===== src/rtl/flash_guard_defs.svh =====
// Constants for the boot flash self-program guard: boundaries, lock encodings,
// register offsets, field positions and timing counts.
// Assumes word addressing of a 64K-word flash; included by bare name.
`ifndef FLASH_GUARD_DEFS_SVH
`define FLASH_GUARD_DEFS_SVH

`define FG_ADDR_W            16
`define FG_STALL_START       16'hF000
`define FG_BOOT_START_0      16'hF000
`define FG_BOOT_START_1      16'hF800
`define FG_BOOT_START_2      16'hFC00
`define FG_BOOT_START_3      16'hFE00
`define FG_LOCK_OPEN         2'h3
`define FG_LOCK_NO_STORE     2'h2
`define FG_LOCK_ALL          2'h0
`define FG_LOCK_NO_LOAD      2'h1
`define FG_REG_CTRL          4'h0
`define FG_REG_STATUS        4'h1
`define FG_REG_LOCKS         4'h2
`define FG_CTRL_STORE_EN     0
`define FG_CTRL_BUSY_CLR     1
`define FG_STAT_BUSY         0
`define FG_STAT_STORE_EN     1
`define FG_STAT_STALL        2
`define FG_STAT_BLOCKED      3
`define FG_OP_TIME_NS        4000
`define FG_CLK_PERIOD_NS     20
`define FG_OP_CYCLES         (`FG_OP_TIME_NS / `FG_CLK_PERIOD_NS)
`define FG_ARM_CYCLES        4
`define FG_BLANK_WORD        16'hFFFF

`endif


===== src/rtl/flash_guard_pkg.sv =====
// Types shared by the flash guard and its address classifier.
// Assumes the constants header is available on the include path.
package flash_guard_pkg;
  typedef enum logic [1:0] {
    OP_NONE,
    OP_ERASE,
    OP_WRITE,
    OP_LOCK_SET
  } prog_op_t;

  typedef struct packed {
    logic is_boot;
    logic is_stall;
  } addr_class_t;

  typedef struct packed {
    logic       valid;
    prog_op_t   op;
    logic [15:0] addr;
    logic [15:0] code_pc;
    logic [3:0]  lock_val;
  } store_req_t;

  typedef struct packed {
    logic        valid;
    logic [15:0] addr;
    logic [15:0] code_pc;
  } load_req_t;
endpackage


===== src/rtl/addr_classifier.sv =====
// Classifies a flash word address into boot/application and stalling/concurrent.
// Assumes the boundary select is a stable fuse level.
`timescale 1ns/1ps
`include "flash_guard_defs.svh"
module addr_classifier
  import flash_guard_pkg::*;
(
  input  wire logic [15:0] addr_in,
  input  wire logic [1:0]  boot_size_fuses_in,
  output addr_class_t      cls_out
);
  logic [15:0] boot_start;

  // Every boot start is at or above the stalling start, so boot code never stalls itself out.
  assign boot_start = (boot_size_fuses_in == 2'h0) ? `FG_BOOT_START_0 :
                      (boot_size_fuses_in == 2'h1) ? `FG_BOOT_START_1 :
                      (boot_size_fuses_in == 2'h2) ? `FG_BOOT_START_2 : `FG_BOOT_START_3;
  assign cls_out.is_boot  = (addr_in >= boot_start);
  assign cls_out.is_stall = (addr_in >= `FG_STALL_START);
endmodule


===== src/rtl/flash_guard.sv =====
// Self-programming guard for on-chip program flash.
// Assumes a CPU that presents store and load requests for one cycle each.
//
// Design decisions made here: the register addresses and the address-and-strobe port.
`timescale 1ns/1ps
`include "flash_guard_defs.svh"
module flash_guard
  import flash_guard_pkg::*;
(
  input  wire logic        ref_clk_in,
  input  wire logic        rst_n_in,
  input  wire logic [1:0]  boot_size_fuses_in,
  input  wire logic        vectors_in_boot_in,
  input  wire logic [1:0]  general_lock_in,
  input  wire logic        chip_erase_in,
  input  wire logic [3:0]  ext_lock_prog_in,
  input  wire logic        ext_lock_prog_we_in,
  input  store_req_t       store_in,
  input  load_req_t        load_in,
  input  wire logic [15:0] flash_rdata_in,
  input  wire logic [3:0]  reg_addr_in,
  input  wire logic [7:0]  reg_wdata_in,
  input  wire logic        reg_we_in,
  input  wire logic        reg_re_in,
  output logic [7:0]       reg_rdata_out,
  output logic             cpu_halt_out,
  output logic             irq_mask_out,
  output logic             flash_prog_out,
  output prog_op_t         flash_op_out,
  output logic [15:0]      flash_addr_out,
  output logic [15:0]      load_data_out,
  output logic             load_valid_out,
  output logic             load_denied_out,
  output logic             prog_done_out
);
  typedef enum logic [1:0] {ST_IDLE, ST_BUSY} state_t;

  localparam logic [15:0] OP_CYCLES  = 16'(`FG_OP_CYCLES);
  localparam logic [2:0]  ARM_CYCLES = 3'(`FG_ARM_CYCLES);

  state_t      state_r, state_nxt;
  logic [15:0] count_r;
  logic [2:0]  arm_r;
  logic        store_en_r;
  logic        busy_flag_r;
  logic        stall_op_r;
  logic [1:0]  app_lock_r;
  logic [1:0]  boot_lock_r;
  logic [7:0]  reg_rdata_r;
  logic        halt_r, irqm_r, prog_r, done_r;
  prog_op_t    op_r;
  logic [15:0] faddr_r, ldata_r;
  logic        lvalid_r, ldenied_r;

  addr_class_t st_cls, st_pc_cls, ld_cls, ld_pc_cls, pc_cls;

  addr_classifier u_st (.addr_in(store_in.addr), .boot_size_fuses_in(boot_size_fuses_in), .cls_out(st_cls));
  addr_classifier u_sp (.addr_in(store_in.code_pc), .boot_size_fuses_in(boot_size_fuses_in), .cls_out(st_pc_cls));
  addr_classifier u_ld (.addr_in(load_in.addr), .boot_size_fuses_in(boot_size_fuses_in), .cls_out(ld_cls));
  addr_classifier u_lp (.addr_in(load_in.code_pc), .boot_size_fuses_in(boot_size_fuses_in), .cls_out(ld_pc_cls));
  assign pc_cls = ld_pc_cls;

  function automatic logic store_blocked(input logic [1:0] lk);
    store_blocked = (lk == `FG_LOCK_NO_STORE) || (lk == `FG_LOCK_ALL);
  endfunction

  function automatic logic load_blocked(input logic [1:0] lk);
    load_blocked = (lk == `FG_LOCK_NO_LOAD) || (lk == `FG_LOCK_ALL);
  endfunction

  // The general lock level is deliberately not an input to any decision below.
  wire unused_glock = ^general_lock_in;

  wire ctrl_wr   = reg_we_in && (reg_addr_in == `FG_REG_CTRL);
  wire arm_write = ctrl_wr && reg_wdata_in[`FG_CTRL_STORE_EN];
  wire armed     = (arm_r != 3'h0) || arm_write;
  wire busy_clr  = ctrl_wr && reg_wdata_in[`FG_CTRL_BUSY_CLR];

  // Only boot code may start programming, to any address outside a store-locked section.
  wire from_boot  = st_pc_cls.is_boot;
  wire tgt_lock   = st_cls.is_boot ? store_blocked(boot_lock_r) : store_blocked(app_lock_r);
  wire is_lock_op = (store_in.op == OP_LOCK_SET);
  wire store_ok   = store_in.valid && armed && from_boot && (state_r == ST_IDLE) && store_en_r
                    && (is_lock_op || ((store_in.op != OP_NONE) && !tgt_lock));
  wire start_prog = store_ok && !is_lock_op;
  wire lock_set   = store_ok && is_lock_op;
  wire op_end     = (state_r == ST_BUSY) && (count_r == 16'h0001);

  // Cross-section loads are refused per the lock of the target section.
  wire cross_ld  = (ld_cls.is_boot != ld_pc_cls.is_boot);
  wire lock_deny = cross_ld && (ld_cls.is_boot ? load_blocked(boot_lock_r) : load_blocked(app_lock_r));
  wire rww_deny  = busy_flag_r && !ld_cls.is_stall;
  wire ld_deny   = lock_deny || rww_deny;

  // Interrupts are masked while code runs in the section opposite the vectors under a load lock.
  wire irqm_nxt = (!pc_cls.is_boot && vectors_in_boot_in && load_blocked(app_lock_r)) ||
                  (pc_cls.is_boot && !vectors_in_boot_in && load_blocked(boot_lock_r));

  always_comb begin
    state_nxt = state_r;
    case (state_r)
      ST_IDLE: begin
        if (start_prog) begin
          state_nxt = ST_BUSY;
        end
      end
      ST_BUSY: begin
        if (op_end) begin
          state_nxt = ST_IDLE;
        end
      end
      default: begin
        state_nxt = ST_IDLE;
      end
    endcase
  end

  wire [7:0] status_word = {4'h0, (busy_flag_r && state_r == ST_BUSY), halt_r, store_en_r, busy_flag_r};
  wire [7:0] rd_mux = (reg_addr_in == `FG_REG_CTRL)   ? {7'h00, store_en_r} :
                      (reg_addr_in == `FG_REG_STATUS) ? status_word :
                      (reg_addr_in == `FG_REG_LOCKS)  ? {4'h0, boot_lock_r, app_lock_r} : 8'h00;

  always_ff @(posedge ref_clk_in or negedge rst_n_in) begin
    if (!rst_n_in) begin
      state_r <= ST_IDLE;
      count_r <= 16'h0000;
      stall_op_r <= 1'b0;
    end else begin
      state_r <= state_nxt;
      if (start_prog) begin
        count_r    <= OP_CYCLES;
        stall_op_r <= st_cls.is_stall;
      end else if (state_r == ST_BUSY) begin
        count_r <= count_r - 16'h0001;
      end
    end
  end

  // A store taken on the last edge of the window keeps the enable up until its operation ends.
  always_ff @(posedge ref_clk_in or negedge rst_n_in) begin
    if (!rst_n_in) begin
      arm_r      <= 3'h0;
      store_en_r <= 1'b0;
    end else begin
      if (arm_write) begin
        arm_r <= ARM_CYCLES;
      end else if (arm_r != 3'h0) begin
        arm_r <= arm_r - 3'h1;
      end
      if (op_end || lock_set) begin
        store_en_r <= 1'b0;
      end else if (arm_write) begin
        store_en_r <= 1'b1;
      end else if (arm_r == 3'h1 && state_r == ST_IDLE && !start_prog) begin
        store_en_r <= 1'b0;
      end
    end
  end

  // Set wins over software clear; the flag stays up until software clears it.
  always_ff @(posedge ref_clk_in or negedge rst_n_in) begin
    if (!rst_n_in) begin
      busy_flag_r <= 1'b0;
    end else if (start_prog || state_r == ST_BUSY) begin
      busy_flag_r <= 1'b1;
    end else if (busy_clr) begin
      busy_flag_r <= 1'b0;
    end
  end

  // Locks may only move toward programmed (zero); only chip erase or reset reopens them.
  always_ff @(posedge ref_clk_in or negedge rst_n_in) begin
    if (!rst_n_in) begin
      app_lock_r  <= `FG_LOCK_OPEN;
      boot_lock_r <= `FG_LOCK_OPEN;
    end else if (chip_erase_in) begin
      app_lock_r  <= `FG_LOCK_OPEN;
      boot_lock_r <= `FG_LOCK_OPEN;
    end else if (lock_set) begin
      app_lock_r  <= app_lock_r & store_in.lock_val[1:0];
      boot_lock_r <= boot_lock_r & store_in.lock_val[3:2];
    end else if (ext_lock_prog_we_in) begin
      app_lock_r  <= app_lock_r & ext_lock_prog_in[1:0];
      boot_lock_r <= boot_lock_r & ext_lock_prog_in[3:2];
    end
  end

  always_ff @(posedge ref_clk_in or negedge rst_n_in) begin
    if (!rst_n_in) begin
      halt_r  <= 1'b0;
      prog_r  <= 1'b0;
      op_r    <= OP_NONE;
      faddr_r <= 16'h0000;
      done_r  <= 1'b0;
      irqm_r  <= 1'b0;
    end else begin
      halt_r <= (start_prog && st_cls.is_stall) || (state_nxt == ST_BUSY && stall_op_r && !start_prog);
      prog_r <= (state_nxt == ST_BUSY);
      if (start_prog) begin
        op_r    <= store_in.op;
        faddr_r <= store_in.addr;
      end
      done_r <= op_end;
      irqm_r <= irqm_nxt;
    end
  end

  always_ff @(posedge ref_clk_in or negedge rst_n_in) begin
    if (!rst_n_in) begin
      ldata_r     <= 16'h0000;
      lvalid_r    <= 1'b0;
      ldenied_r   <= 1'b0;
      reg_rdata_r <= 8'h00;
    end else begin
      lvalid_r    <= load_in.valid && !ld_deny;
      ldenied_r   <= load_in.valid && ld_deny;
      ldata_r     <= (load_in.valid && !ld_deny) ? flash_rdata_in : `FG_BLANK_WORD;
      reg_rdata_r <= reg_re_in ? rd_mux : 8'h00;
    end
  end

  assign reg_rdata_out   = reg_rdata_r;
  assign cpu_halt_out    = halt_r;
  assign irq_mask_out    = irqm_r;
  assign flash_prog_out  = prog_r;
  assign flash_op_out    = op_r;
  assign flash_addr_out  = faddr_r;
  assign load_data_out   = ldata_r;
  assign load_valid_out  = lvalid_r;
  assign load_denied_out = ldenied_r;
  assign prog_done_out   = done_r;

  property p_app_store_ignored;
    @(posedge ref_clk_in) disable iff (!rst_n_in)
      (store_in.valid && !st_pc_cls.is_boot && state_r == ST_IDLE) |=> !prog_r;
  endproperty
  a_app_store_ignored: assert property (p_app_store_ignored) else $error("store from application started programming");

  property p_boot_store_starts;
    @(posedge ref_clk_in) disable iff (!rst_n_in)
      start_prog |=> prog_r && faddr_r == $past(store_in.addr);
  endproperty
  a_boot_store_starts: assert property (p_boot_store_starts) else $error("accepted store did not start");

  property p_boot_in_stall;
    @(posedge ref_clk_in) disable iff (!rst_n_in) ld_cls.is_boot |-> ld_cls.is_stall;
  endproperty
  a_boot_in_stall: assert property (p_boot_in_stall) else $error("boot address outside stalling region");

  property p_stall_halt;
    @(posedge ref_clk_in) disable iff (!rst_n_in)
      (start_prog && st_cls.is_stall) |=> halt_r [*8];
  endproperty
  a_stall_halt: assert property (p_stall_halt) else $error("CPU not halted for stalling-region programming");

  property p_rww_no_halt;
    @(posedge ref_clk_in) disable iff (!rst_n_in)
      (start_prog && !st_cls.is_stall) |=> !halt_r;
  endproperty
  a_rww_no_halt: assert property (p_rww_no_halt) else $error("CPU halted for concurrent-region programming");

  property p_rww_read_blocked;
    @(posedge ref_clk_in) disable iff (!rst_n_in)
      (load_in.valid && prog_r && !ld_cls.is_stall) |=> ldenied_r && !lvalid_r;
  endproperty
  a_rww_read_blocked: assert property (p_rww_read_blocked) else $error("concurrent-region read served during programming");

  property p_busy_reads_one;
    @(posedge ref_clk_in) disable iff (!rst_n_in)
      (reg_re_in && reg_addr_in == `FG_REG_STATUS && prog_r) |=> reg_rdata_out[`FG_STAT_BUSY];
  endproperty
  a_busy_reads_one: assert property (p_busy_reads_one) else $error("busy flag read zero while blocked");

  property p_locks_monotone;
    @(posedge ref_clk_in) disable iff (!rst_n_in)
      !chip_erase_in |=> ((app_lock_r & ~$past(app_lock_r)) == 2'h0) && ((boot_lock_r & ~$past(boot_lock_r)) == 2'h0);
  endproperty
  a_locks_monotone: assert property (p_locks_monotone) else $error("lock field unprogrammed without chip erase");

  property p_locked_store;
    @(posedge ref_clk_in) disable iff (!rst_n_in)
      (store_in.valid && !is_lock_op && tgt_lock && state_r == ST_IDLE) |=> !prog_r;
  endproperty
  a_locked_store: assert property (p_locked_store) else $error("locked section was programmed");

  property p_done_clears_en;
    @(posedge ref_clk_in) disable iff (!rst_n_in) op_end |=> !store_en_r && prog_done_out;
  endproperty
  a_done_clears_en: assert property (p_done_clears_en) else $error("store enable not cleared at completion");

  property p_halt_whole_op;
    @(posedge ref_clk_in) disable iff (!rst_n_in)
      (prog_r && stall_op_r) |-> halt_r;
  endproperty
  a_halt_whole_op: assert property (p_halt_whole_op) else $error("CPU ran during stalling-region operation");

  property p_halt_in_op;
    @(posedge ref_clk_in) disable iff (!rst_n_in)
      halt_r |-> prog_r;
  endproperty
  a_halt_in_op: assert property (p_halt_in_op) else $error("CPU halted with no operation running");

  property p_busy_holds;
    @(posedge ref_clk_in) disable iff (!rst_n_in)
      ((busy_flag_r && !busy_clr) || state_r == ST_BUSY) |=> busy_flag_r;
  endproperty
  a_busy_holds: assert property (p_busy_holds) else $error("busy flag dropped without a clear");

  property p_en_held_in_op;
    @(posedge ref_clk_in) disable iff (!rst_n_in)
      prog_r |-> store_en_r;
  endproperty
  a_en_held_in_op: assert property (p_en_held_in_op) else $error("store enable dropped during operation");

  property p_denied_blank;
    @(posedge ref_clk_in) disable iff (!rst_n_in)
      ldenied_r |-> (ldata_r == `FG_BLANK_WORD) && !lvalid_r;
  endproperty
  a_denied_blank: assert property (p_denied_blank) else $error("denied load returned contents");

  c_rww_prog: cover property (@(posedge ref_clk_in) disable iff (!rst_n_in) start_prog && !st_cls.is_stall);
  c_stall_prog: cover property (@(posedge ref_clk_in) disable iff (!rst_n_in) start_prog && st_cls.is_stall);
  c_lock_set: cover property (@(posedge ref_clk_in) disable iff (!rst_n_in) lock_set);
  c_deny_load: cover property (@(posedge ref_clk_in) disable iff (!rst_n_in) load_in.valid && lock_deny);
endmodule


===== config.mk =====
export PLATFORM = sky130hd
export DESIGN_NAME = flash_guard
export DESIGN_NICKNAME = d
export VERILOG_FILES = /design/src/rtl/flash_guard_pkg.sv /design/src/rtl/addr_classifier.sv /design/src/rtl/flash_guard.sv
export VERILOG_INCLUDE_DIRS = /design/src /design/src/rtl
export SDC_FILE = /design/constraint.sdc
export NUM_CORES = 1
export LEC_CHECK = 0
export BUFFER_PORTS_ARGS = -buffer_cell sky130_fd_sc_hd__buf_2
export CAP_MARGIN = 10
export CORE_ASPECT_RATIO = 0.8
export CORE_MARGIN = 2
export CORE_UTILIZATION = 43
export CTS_CLUSTER_SIZE = 20
export DETAILED_ROUTE_END_ITERATION = 8
export MAX_ROUTING_LAYER = met4
export PLACE_DENSITY = 0.86
export SYNTH_ARGS = -nofsm -noshare
export SYNTH_HDL_FRONTEND = slang
export SYNTH_SLANG_ARGS = --single-unit
export TNS_END_PERCENT = 100

===== constraint.sdc =====
create_clock -name ref_clk_in -period 2.19 [get_ports ref_clk_in]
set_input_delay 0.1095 -clock ref_clk_in [delete_from_list [all_inputs] [get_ports ref_clk_in]]
set_output_delay 0.1095 -clock ref_clk_in [all_outputs]
set_load 0.02 [all_outputs]

### After elaboration in Yosys (flattened, before gate mapping)

Index checks and enable logic that the tools add are counted.

* bits in registers: 72
* input bits: 115
* word-level logic and storage cells: 128

* eq/ne operators: 14
* $lt $le $gt $ge: 6
* reduce and logical (&&, ||, !) cells: 56
* mux-type cells: 28
* add/sub/neg operators: 2
* bitwise logic cells: 4

Operators with widths (number)
* $mux W16: 5
* $ge A16 B16 Y1: 4
* $ge A16 B16 Y1 const B: 2
* $logic_and A1 B1 Y1: 26
* $eq A16 B1 Y1 const B: 1
* $mux W2: 8
* $mux W4: 4
* $sub A16 B1 Y16 const B: 1
* $logic_or A1 B1 Y1: 11
* $eq A2 B1 Y1 const B: 5
* $mux W10: 1
* $reduce_bool A3 Y1: 3
* $and A2 B2 Y2: 4
* $eq A2 B2 Y1 const B: 4
* $logic_not A2 Y1: 4
* $reduce_bool A2 Y1: 4
* $logic_not A1 Y1: 7
* $mux W1: 7
* $mux W3: 2
* $eq A4 B1 Y1 const B: 1
* $eq A4 B2 Y1 const B: 1
* $logic_not A4 Y1: 1
* $pmux W2 S2: 1
* $eq A3 B1 Y1 const B: 1
* 2 further kinds: 2

### Longest topological paths before layout

Gate-level depths: netlist of run 1.

* depth after elaboration: 17
* gate-level depth with buffers: 9

### By module

Synthesis of run 1 repeated with hierarchy kept, for this count alone.

* cell total of the unflattened synthesis: 335
* area total of the unflattened synthesis: 3717.3 sq um

By module, submodules not included
* flash_guard: cells an instance 271, area an instance 3191.8 sq um, times used 1
* addr_classifier: cells an instance 16, area an instance 131.4 sq um, times used 4

### Least setup slack after synthesis of run 1

OpenSTA, ideal clock, no wires.

* kind: input to register
* start point: in boot_size_fuses_in[0]
* end point: reg faddr_r[0] (netlist: flash_addr_out[0])
* data arrival time: 2.212 ns
* library setup time: 0.128 ns
* cell stages on the path: 9
* path buffers: 2
* required time: 2.062 ns
* setup slack: -0.150 ns
* path through: and2_1 -> ha_1 -> nor4bb_1 -> nand3_1 -> a311o_2 -> a211o_1 -> buf_2 -> buf_6 -> mux2_1

* word-level cells in the longest chain between the ends: 11

Ends and longest elaborated chain
* start, declared: line flash_guard.sv:12 `input wire logic [1:0] boot_size_fuses_in,`
* $eq A2 B2 Y1: line addr_classifier.sv:17 `` (boot_size_fuses_in == 2'h2) ? `FG_BOOT_START_2 : `FG_BOOT_START_3; ``
* $mux W10 (no line)
* $mux W16 (no line)
* $mux W16 (no line) (*)
* $ge A16 B16 Y1: line addr_classifier.sv:18 `assign cls_out.is_boot = (addr_in >= boot_start);`
* $mux W1: line flash_guard.sv:81 `wire tgt_lock = st_cls.is_boot ? store_blocked(boot_lock_r) : store_blocked(app_lock_r);`
* $logic_not A1 Y1: line flash_guard.sv:84 `&& (is_lock_op || ((store_in.op != OP_NONE) && !tgt_lock));`
* $logic_and A1 B1 Y1: line flash_guard.sv:84
* $logic_or A1 B1 Y1: line flash_guard.sv:84
* $logic_and A1 B1 Y1 (*): line flash_guard.sv:84
* $logic_and A1 B1 Y1 (*): line flash_guard.sv:85 `wire start_prog = store_ok && !is_lock_op;`
* end signal, assigned: line flash_guard.sv:201 `faddr_r <= store_in.addr;`
* end, declared: line flash_guard.sv:52 `logic [15:0] faddr_r, ldata_r;`

Mark *: on every way between the ends. The rest lies on a longest branch, timed or not.
A chain may end at the register's enable or synchronous reset.

### Worst setup path in the final report of run 1

* start point: reg count_r[10]
* end point: reg store_en_r

* word-level cells in the longest chain between the ends: 4

Ends and longest elaborated chain
* start, declared: line flash_guard.sv:42 `logic [15:0] count_r;`
* start signal, assigned: line flash_guard.sv:134 `count_r <= count_r - 16'h0001;`
* $eq A16 B1 Y1 (*): line flash_guard.sv:87 `wire op_end = (state_r == ST_BUSY) && (count_r == 16'h0001);`
* $logic_and A1 B1 Y1 (*): line flash_guard.sv:87
* $logic_or A1 B1 Y1 (*): line flash_guard.sv:150 `if (op_end || lock_set) begin`
* $reduce_bool A3 Y1 (no line) or $mux W1 (tied branches)
* end signal, assigned: line flash_guard.sv:151 `store_en_r <= 1'b0;`
* end signal, assigned: line flash_guard.sv:153 `store_en_r <= 1'b1;`
* end signal, assigned: line flash_guard.sv:155 `store_en_r <= 1'b0;`
* end, declared: line flash_guard.sv:44 `logic store_en_r;`

Marked as above.

==> impl_metrics.ini, run 1 <==
[synth]
synth_area_leader_cell = dfrtp_1
synthCells = 323
async_reset_ff_share_pct = 100
yosysMostFrequentCell = dfrtp_1
ys_seq_elements = 72
synth.distinct_cells = 57
synth_area_leaders = dfrtp_1 47%, ha_1 5.6%, nand4b_1 4.4%
synth_top_area_share_pct = 47.4
yosysWarnings = 0
syn_avg_cell_area_um2 = 11.1
synthesis.area_um2 = 3590
synth_top_cells_by_count = 68 x dfrtp_1, 31 x nor2_1, 21 x nand2_1
synth_edf_count = 0
synth_flop_cell = dfrtp_1
synth_seq_area_share_pct = 50.3

[clock_network]
worstSkewPairLatency_ns = 0.34
cts.path.max_buffers = 2
cts_tree = yes
cts.clk_slew.worst_paths_ns = 0.07
cts_sinks = 72
numCtsBuffers = 9
htreeDepth = 3
cts-root-buf = clkbuf_8

[critical_path]
critPathTopFamily = simple AND/OR/NAND/NOR gates
path_class = flop to flop
r2r-start = count_r[10]$_DFFE_PN0P_
worstPathCellList = or4_4 -> or4_4 -> or4_4 -> o221ai_2 -> a21oi_2
slowest_delay_ns = 0.56
crit_slowest_cell = or4_4
critPathMaxFanout = 3
endpoint_kind = flop
crit_required_ns = 2.42
path_buf_inv = 0
worstPathArrival_ns = 2.52
ff2ff_path_depth = 5
r2r_end = store_en_r$_DFFE_PN0P_
startpoint = count_r[10]$_DFFE_PN0P_
worst-r2r-setup-slack_ns = -0.1
worst-path-stages = 5
crit_end = store_en_r$_DFFE_PN0P_
crit_path_frequent_cell = or4_4
worstSetupStartpointType = flop

[finish]
drive_above_1_share_pct = 42.9
fin_nets = 660
area_growth_pct = 46.0
final_area_um2 = 5250
n_antenna_cell = 0

[detailed_routing]
drc = 0
ant_nets = 0
detail_route.wl_per_cell_um = 16.0
vias = 3425
avgViaCountPerCell = 5.33
drt_iter0_markers = 191
routed_wl_mm = 10.3
first_pass_iters = 6

[grt]
grt_pass1_vias = 3507
track_usage_pct = 23.3
gr-total-overflow = 0
grt_pass1_wl_mm = 16.3
grt_max_degree = 28
antenna_found_initial = 0

[timing]
setup_viol = 4
rsz0062_at_grt = true
fmax_ghz = 0.437
layout_min_cycle_time_ns = 2.29
fin_ws_ns = -0.0984
worst_slew_margin_rel_pct = 60.4
skew_ns = 0.00394
period_share_pct = 104
drv_slew = 0
hold_violations = 0
tightest_slew_ns = 0.593

[worst_hold_path]
hold_class = input pin to flop

[power_and_ir_drop]
p_leak_nw = 2.49
power_mw = 3.33
ir_drop_mv = 0.555
power_density_nw_per_um2 = 636

[die]
start_util_pct = 44.8
die_area_um2 = 9110
std_cell_rows = 29
dieWidth_um = 106
core_area_um2 = 8020
chipHeight_um = 85.8
io-pin-count = 163

[run_status]
status = finished with violations
violations = negative setup slack

[placed_design]
io_buffers = 150
postPlaceCellArea_um2 = 4610
routabilityCongestion = 0.900
dp_hpwl_mm = 7.45

[run]
maxCapViolations = 0
-- worst reg2reg max path: stages (launching register included) --
cell,delay [ns]
dfrtp_1,0.40
or4_4,0.56
or4_4,0.46
or4_4,0.53
o221ai_2,0.19
a21oi_2,0.05
-- repair_timing --
item	4_1_cts	5_1_grt
hold endpoints to repair	43	0
hold buffers	28	0
gates cloned	0	2
pin swaps	2	5
gates resized for setup	3	13
setup endpoints to repair	4	41
buffers inserted	0	3
-- worst min-delay path by stage --
stage	from	cells past startpoint	slack (ns)	endpoint
2_1_floorplan	rst_n_in	0	-0.19	arm_r[0]$_DFFE_PN0N_
3_3_place_gp	rst_n_in	1	0.11	load_data_out[0]$_DFF_PN0_
3_5_place_dp	rst_n_in	1	0.11	load_data_out[0]$_DFF_PN0_
4_1_cts	store_in[26]	2	0.003	flash_addr_out[6]$_DFFE_PN0N_
5_1_grt	store_in[34]	2	0.006	flash_addr_out[14]$_DFFE_PN0N_
6_report	store_in[34]	2	0.01	flash_addr_out[14]$_DFFE_PN0N_
-- area by class of cell --
cell class | instances | area [µm²]
Clock buffer | 12 | 165
Clock inverter | 4 | 51.3
Fill cell | 602 | 2770
Inverter | 12 | 45.0
Multi-Input combinational cell | 230 | 1750
Sequential cell | 72 | 1810
Tap cell | 108 | 135
Timing Repair Buffer | 204 | 1290
-- registers in the layout, indices dropped and copies added, names as in the netlist, 3 cells and up --
name	cells
reg_rdata_out	4
load_data_out	16
flash_addr_out	16
count_r	16
arm_r	3
-- routing by layer --
metal	routed length, µm	track usage [%]	vias to the layer above
met4	195	7.30	0
met2	5220	38.6	152
li1	-	-	1590
met5	0	-	-
met3	696	5.93	22
met1	4150	28.3	1661
-- cells by family (layout without fill, tap and decap cells) --
family / after synthesis / after routing / share of synthesized area [%]
AO/OA/AOI/OAI: 38 / 38 / 8.32
XOR/XNOR: 16 / 16 / 3.90
adder cells (fa/ha/maj): 16 / 16 / 5.57
buffers and inverters: 25 / 232 / 3.48
flip-flops: 72 / 72 / 50.3
multiplexers: 21 / 21 / 6.51
other: 1 / 5 / 0.104
AND/OR/NAND/NOR: 134 / 134 / 21.8
-- report_power, final --
part	switching, mW	total, mW	internal, mW
sequential	0.0805	1.52	1.44
clock	0.487	1.11	0.619
combinational	0.366	0.708	0.342
-- cell usage in the layout (no fill, tap or decap), drive strengths merged, types with 3 or more instances in the layout --
cell type    instances
a211o                3
a211oi               4
a21oi                7
a22oi                3
a311o                5
and4                 3
buf                174
clkbuf              14
conb                 5
dfrtp               68
dfstp                4
dlygate4sd3         28
ha                  16
inv                 12
mux2                19
nand2               21
nand2b               9
nand3                4
nand4                7
nand4b              18
nor2                31
nor2b                5
nor3                11
nor4                 7
nor4b                4
o21ai                3
or4                  6
xnor2               12
xor2                 4
-- per-stage QoR --
stage	utilization [%]	hold slack [ns]	cells	TNS [ns]	worst slack (ns)
detailed placement	57.5	0.111	594	-4.83	-0.151
global placement	57.5	0.109	594	-2.82	-0.0861
CTS	63.8	0.00265	638	-0.198	-0.0951
global route	65.4	0.00636	642	-0.471	-0.116
floorplan	-	-0.186	327	-0.0334	-0.0334
finish	65.4	0.0130	642	-0.294	-0.0984
Power figures use the tool's default switching activity.
==> run 2, diff against run 1 <==
--- a/config.mk
+++ b/config.mk
@@ -18,4 +18,5 @@
 export SYNTH_ARGS = -nofsm -noshare
 export SYNTH_HDL_FRONTEND = slang
+export SYNTH_HIERARCHICAL = 1
 export SYNTH_SLANG_ARGS = --single-unit
 export TNS_END_PERCENT = 100
==> constraint.sdc (replaced) <==
create_clock -name ref_clk_in -period 2.19 [get_ports ref_clk_in]
set_input_delay 0.1095 -clock ref_clk_in [delete_from_list [all_inputs] [get_ports ref_clk_in]]
set_output_delay 0.1095 -clock ref_clk_in [all_outputs]
set_load 0.005 [all_outputs]
==> run 2 against run 1 <==
Compared with the run above: the flow still finishes with violations (negative setup slack); synthesized cell count up 3.7%; critical path depth up 7; sequential power is essentially flat; clock power grew 5%; flip-flop and latch count unchanged; design area increased by 2.3%; setup slack gained 0.091 ns; clock-buffer cell count unchanged; die area is 3.3% higher; critical endpoint is now flash_addr_out[11]$_DFFE_PN0N_; largest cell class is now multi-input gates.
==> impl_metrics.ini, run 2 <==
[die]
die_area_um2 = 9410
std_cell_rows = 30
io-pin-count = 163
start_util_pct = 44.0
dieWidth_um = 108
chipHeight_um = 87.2
core_area_um2 = 8450

[placed_design]
dp_hpwl_mm = 7.36
routabilityCongestion = 0.837
postPlaceCellArea_um2 = 4780
io_buffers = 150
dp_slack_ns = -0.411

[finish]
nFillCells = 648
final_area_um2 = 5370
layout_commonest_cell = buf_2
n_antenna_cell = 0
multi_input_area_um2 = 1900
fin_nets = 667
seq_area_um2 = 1810
drive_above_1_share_pct = 46.7
area_growth_pct = 44.4
final_cell_mix = 148 x buf_2, 68 x dfrtp_1, 25 x nor2_1, 21 x dlygate4sd3_1

[run_status]
status = finished with violations
violations = negative setup slack

[detailed_routing]
drt_iter0_markers = 134
ant_nets = 0
vias = 3370
detail_route.wl_per_cell_um = 15.7
first_pass_iters = 4
drc = 0
routed_wl_mm = 10.2
avgViaCountPerCell = 5.17

[timing]
hold_violations = 0
period_share_pct = 100
setup_viol = 2
worst_slew_margin_rel_pct = 59.6
rsz0062_at_grt = true
tightest_slew_ns = 0.606
drv_slew = 0
fin_ws_ns = -0.00711
fmax_ghz = 0.455
layout_min_cycle_time_ns = 2.20
skew_ns = 0.00756

[grt]
grt_pass1_vias = 3407
grtUsageMet3_pct = 5.46
use_met2_pct = 38.5
grt.busiest_layer = met2
track_usage_pct = 22.7
met1_usage_pct = 26.9
gr-total-overflow = 0
antenna_found_initial = 0
grt_max_degree = 31
grt_pass1_wl_mm = 16.0

[clock_network]
cts_tree = yes
cts-root-buf = clkbuf_8
cts.path.max_buffers = 2
cts.clk_slew.worst_paths_ns = 0.08
htreeDepth = 3
numCtsBuffers = 9
cts_sinks = 72
worstSkewPairLatency_ns = 0.34

[synth]
yosysWarnings = 6
syn_avg_cell_area_um2 = 11.1
synth.distinct_cells = 56
synth_flop_cell = dfrtp_1
async_reset_ff_share_pct = 100
synth_top_cells_by_count = 68 x dfrtp_1, 26 x nor2_1
synth_area_leaders = dfrtp_1 46%, ha_1 5.7%, mux2_2 5.1%
synth_area_leader_cell = dfrtp_1
synthCells = 335
ys_seq_elements = 72
synth_seq_area_share_pct = 48.6
synthesis.area_um2 = 3720
yosysMostFrequentCell = dfrtp_1
synth_edf_count = 0
synth_top_area_share_pct = 45.8

[critical_path]
worst-r2r-setup-slack_ns = 0.15
crit_required_ns = 2.41
path_class = input pin to flop
critPathMaxFanout = 5
worstSetupStartpointType = input pin
worstPathArrival_ns = 2.41
endpoint_kind = flop

[power_and_ir_drop]
p_leak_nw = 2.55
power_density_nw_per_um2 = 631
ir_drop_mv = 0.398
power_mw = 3.39

[worst_hold_path]
hold_class = input pin to flop

[run]
maxCapViolations = 0
==> run 2: area by class of cell <==
type / count / area share [%]
multi-input combinational: 240 / 35.3
sequential: 72 / 33.7
timing repair buffer: 195 / 23.1
clock buffer: 12 / 2.70
tap: 112 / 2.61
clock inverter: 4 / 1.42
inverter: 17 / 1.19
==> run 2: per-stage QoR <==
step	util, %	hold slack, ns	std cells	setup TNS [ns]
4_1_cts	63.4	0.000484	652	-0.168
3_5_place_dp	56.6	0.144	610	-17.99
2_1_floorplan	-	-0.186	339	-0.544
5_1_grt	63.6	0.00258	652	-0.219
3_3_place_gp	56.6	0.141	610	-14.64
6_report	63.6	0.0204	652	-0.00748
==> run 2: cell families (layout without fill, tap and decap cells) <==
| group | Yosys count | after routing | share of synthesized area, % |
|---|---|---|---|
| adders and majority gates | 17 | 17 | 5.72 |
| muxes | 19 | 19 | 5.69 |
| AOI/OAI and AO/OA | 48 | 48 | 8.85 |
| DFF | 72 | 72 | 48.6 |
| xor gates and xnor gates | 7 | 7 | 1.65 |
| buffers and inverters | 27 | 228 | 3.87 |
| other | 1 | 5 | 0.101 |
| and+or+nand+nor | 144 | 144 | 25.5 |
==> run 2: power by group <==
group	internal [mW]	leakage [nW]	switching (mW)
registers	1.45	0.828	0.0924
clock network	0.678	0.107	0.479
logic	0.361	1.62	0.329
==> run 2: per-layer routing <==
| metal | up-vias | wire, µm |
|---|---|---|
| met2 | 114 | 5300 |
| met4 | 0 | 185 |
| met3 | 18 | 519 |
| li1 | 1579 | - |
| met1 | 1659 | 4240 |
| met5 | - | 0 |
==> run 2: critical path, stage by stage <==
cell and delay, ns:
buf_12 0.11, and2_4 0.16, ha_4 0.20, and4bb_1 0.18
and3_1 0.15, o21a_1 0.21, mux2i_1 0.13, or3_4 0.39
nor3_4 0.18, buf_6 0.17, buf_12 0.13, mux2_4 0.30
==> run 2: final timing paths <==
kind,from,endpoint,depth (start not counted)
max in group asynchronous,rst_n_in,count_r[0]$_DFFE_PN0P_,3
min reg2reg,flash_addr_out[14]$_DFFE_PN0N_,flash_addr_out[14]$_DFFE_PN0N_,1
max reg2reg,arm_r[0]$_DFFE_PN0N_,count_r[3]$_DFFE_PN0P_,8
max,boot_size_fuses_in[1],flash_addr_out[11]$_DFFE_PN0N_,12
min in group asynchronous,rst_n_in,reg_rdata_out[0]$_DFF_PN0_,2
min,store_in[34],flash_addr_out[14]$_DFFE_PN0N_,2
==> run 2: repair_timing <==
action / in CTS / in global routing
setup endpoints to repair: 34 / 55
setup buffers: 3 / 0
hold buffers: 21 / 0
gates cloned: 2 / 1
gates resized for setup: 18 / 4
pin swaps: 7 / 6
endpoints found under the hold margin: 39 / 0
==> run 3, diff against run 2 <==
==> constraint.sdc (replaced) <==
create_clock -name ref_clk_in -period 2.19 [get_ports ref_clk_in]
set_input_delay 0.3285 -clock ref_clk_in [delete_from_list [all_inputs] [get_ports ref_clk_in]]
set_output_delay 0.3285 -clock ref_clk_in [all_outputs]
set_load 0.005 [all_outputs]
==> run 3 against run 2 <==
Compared with the run above: the run still ends with negative setup slack left; fmax is 9.7% lower; clock-buffer cell count fell by 3; combinational power increased by 3.2%; critical path depth increased by 3; setup slack got worse by 0.24 ns; first-iteration DRC count increased by 48%; sequential power is essentially flat; critical path type unchanged.
==> impl_metrics.ini, run 3 (same netlist as run 2, synthesis figures left out) <==
[clock_network]
cts_tree = yes
cts-root-buf = clkbuf_8
cts.clk_slew.worst_paths_ns = 0.08
cts_hold_buf = 0
cts_sinks = 72
numCtsBuffers = 9
worstSkewPairLatency_ns = 0.35
htreeDepth = 3
cts.path.max_buffers = 2

[critical_path]
endpoint_kind = flop
crit_required_ns = 2.42
path_class = input pin to flop
critPathMaxFanout = 7
ff2ff_path_depth = 10
startpoint = boot_size_fuses_in[0]
worstPathArrival_ns = 2.66
worstSetupStartpointType = input pin
worst-r2r-setup-slack_ns = 0.05
r2r-start = arm_r[0]$_DFFE_PN0N_
r2r_end = count_r[3]$_DFFE_PN0P_
crit_end = count_r[3]$_DFFE_PN0P_

[placed_design]
io_buffers = 150
dp_slack_ns = -0.587
postPlaceCellArea_um2 = 4850
dp_hpwl_mm = 7.63
dp_cells = 611
routabilityCongestion = 0.865

[grt]
grt_max_degree = 73
track_usage_pct = 23.2
grt_pass1_vias = 3408
grt_pass1_wl_mm = 16.3
antenna_found_initial = 0
gr-total-overflow = 0

[timing]
drv_slew = 0
setup_viol = 55
hold_ws_ns = 0.103
hold_violations = 0
worst_slew_margin_rel_pct = 40.5
layout_min_cycle_time_ns = 2.43
fin_ws_ns = -0.243
rsz0062_at_grt = true
skew_ns = 0.00933
period_share_pct = 111
tightest_slew_ns = 0.893
tns_ns = -7.96
fmax_ghz = 0.411

[finish]
layout_commonest_cell = buf_2
multi_input_area_um2 = 2040
final_cell_mix = 147 x buf_2, 68 x dfrtp_1, 22 x nor2_1, 19 x buf_4
n_antenna_cell = 0
area_growth_pct = 46.0
instances_no_fill = 640
nFillCells = 647
fin_nets = 655
post-route-util_pct = 64.3
drive_above_1_share_pct = 54.2
seq_area_um2 = 1810
final_area_um2 = 5430

[detailed_routing]
routed_wl_mm = 10.5
avgViaCountPerCell = 5.18
ant_nets = 0
vias = 3317
drt_iter0_markers = 198
detail_route.wl_per_cell_um = 16.5
first_pass_iters = 4
drc = 0

[worst_hold_path]
hold_class = input pin to async pin

[die]
start_util_pct = 44.0
io-pin-count = 163
chipHeight_um = 87.2
std_cell_rows = 30
dieWidth_um = 108
die_area_um2 = 9410
core_area_um2 = 8450

[power_and_ir_drop]
p_leak_nw = 2.57
ir_drop_mv = 0.559
power_density_nw_per_um2 = 673
power_mw = 3.65

[run]
maxCapViolations = 0

[run_status]
violations = negative setup slack
status = finished with violations
## run 3: changes by cell type in the layout (fill, tap and decap cells not counted), sizes merged
cell	previous run	this run
dlygate4sd3	21	0
buf	173	183
clkbuf	13	9
bufinv	2	4
clkinv	0	2
clkinvlp	1	0
## run 3: worst max-delay path: stages
cell and delay, ns:
buf_8 0.10, buf_6 0.12, nor2_2 0.11, ha_1 0.26
and4bb_1 0.21, and3_1 0.18, o21a_1 0.18, and3_4 0.16
nand2_4 0.07, nor3_4 0.05, buf_6 0.13, buf_12 0.13
buf_8 0.13, buf_6 0.11, or3b_4 0.37
## run 3: worst min-delay path by stage
stage | depth (start not counted) | endpoint | slack [ns]
floorplan | 0 | arm_r[0]$_DFFE_PN0N_ | 0.03
global placement | 1 | flash_addr_out[5]$_DFFE_PN0N_ | 0.49
CTS | 1 | count_r[11]$_DFFE_PN0P_ | 0.14
global route | 2 | load_data_out[1]$_DFF_PN0_ | 0.15
finish | 1 | count_r[11]$_DFFE_PN0P_ | 0.10
detailed placement | 1 | flash_addr_out[7]$_DFFE_PN0N_ | 0.49
## run 3: area by class of cell
class                      instances  share of cell area, %
sequential                        72                   33.3
clock buffer                       9                   2.28
multi-input combinational        240                   37.6
tap                              112                   2.58
clock inverter                     7                   2.63
inverter                          17                   1.18
timing repair buffer             183                   20.5
## run 3: power breakdown
part / switching [mW] / total, mW / internal (mW)
clock: 0.522 / 1.40 / 0.876
combinational: 0.345 / 0.711 / 0.366
sequential: 0.0949 / 1.54 / 1.45
total: 0.961 / 3.65 / 2.69
## run 3: metal layers
metal	GRT usage, %	part of all wire, %
met5	-	0
met1	29.3	41
met4	7.46	1.7
met3	5.31	7.1
met2	37.2	50
## run 3: repair_timing
item	CTS	global route
resized for setup	45	4
pin swaps	19	4
setup buffers	9	0
endpoints found under the setup margin	44	58
gates cloned	4	0
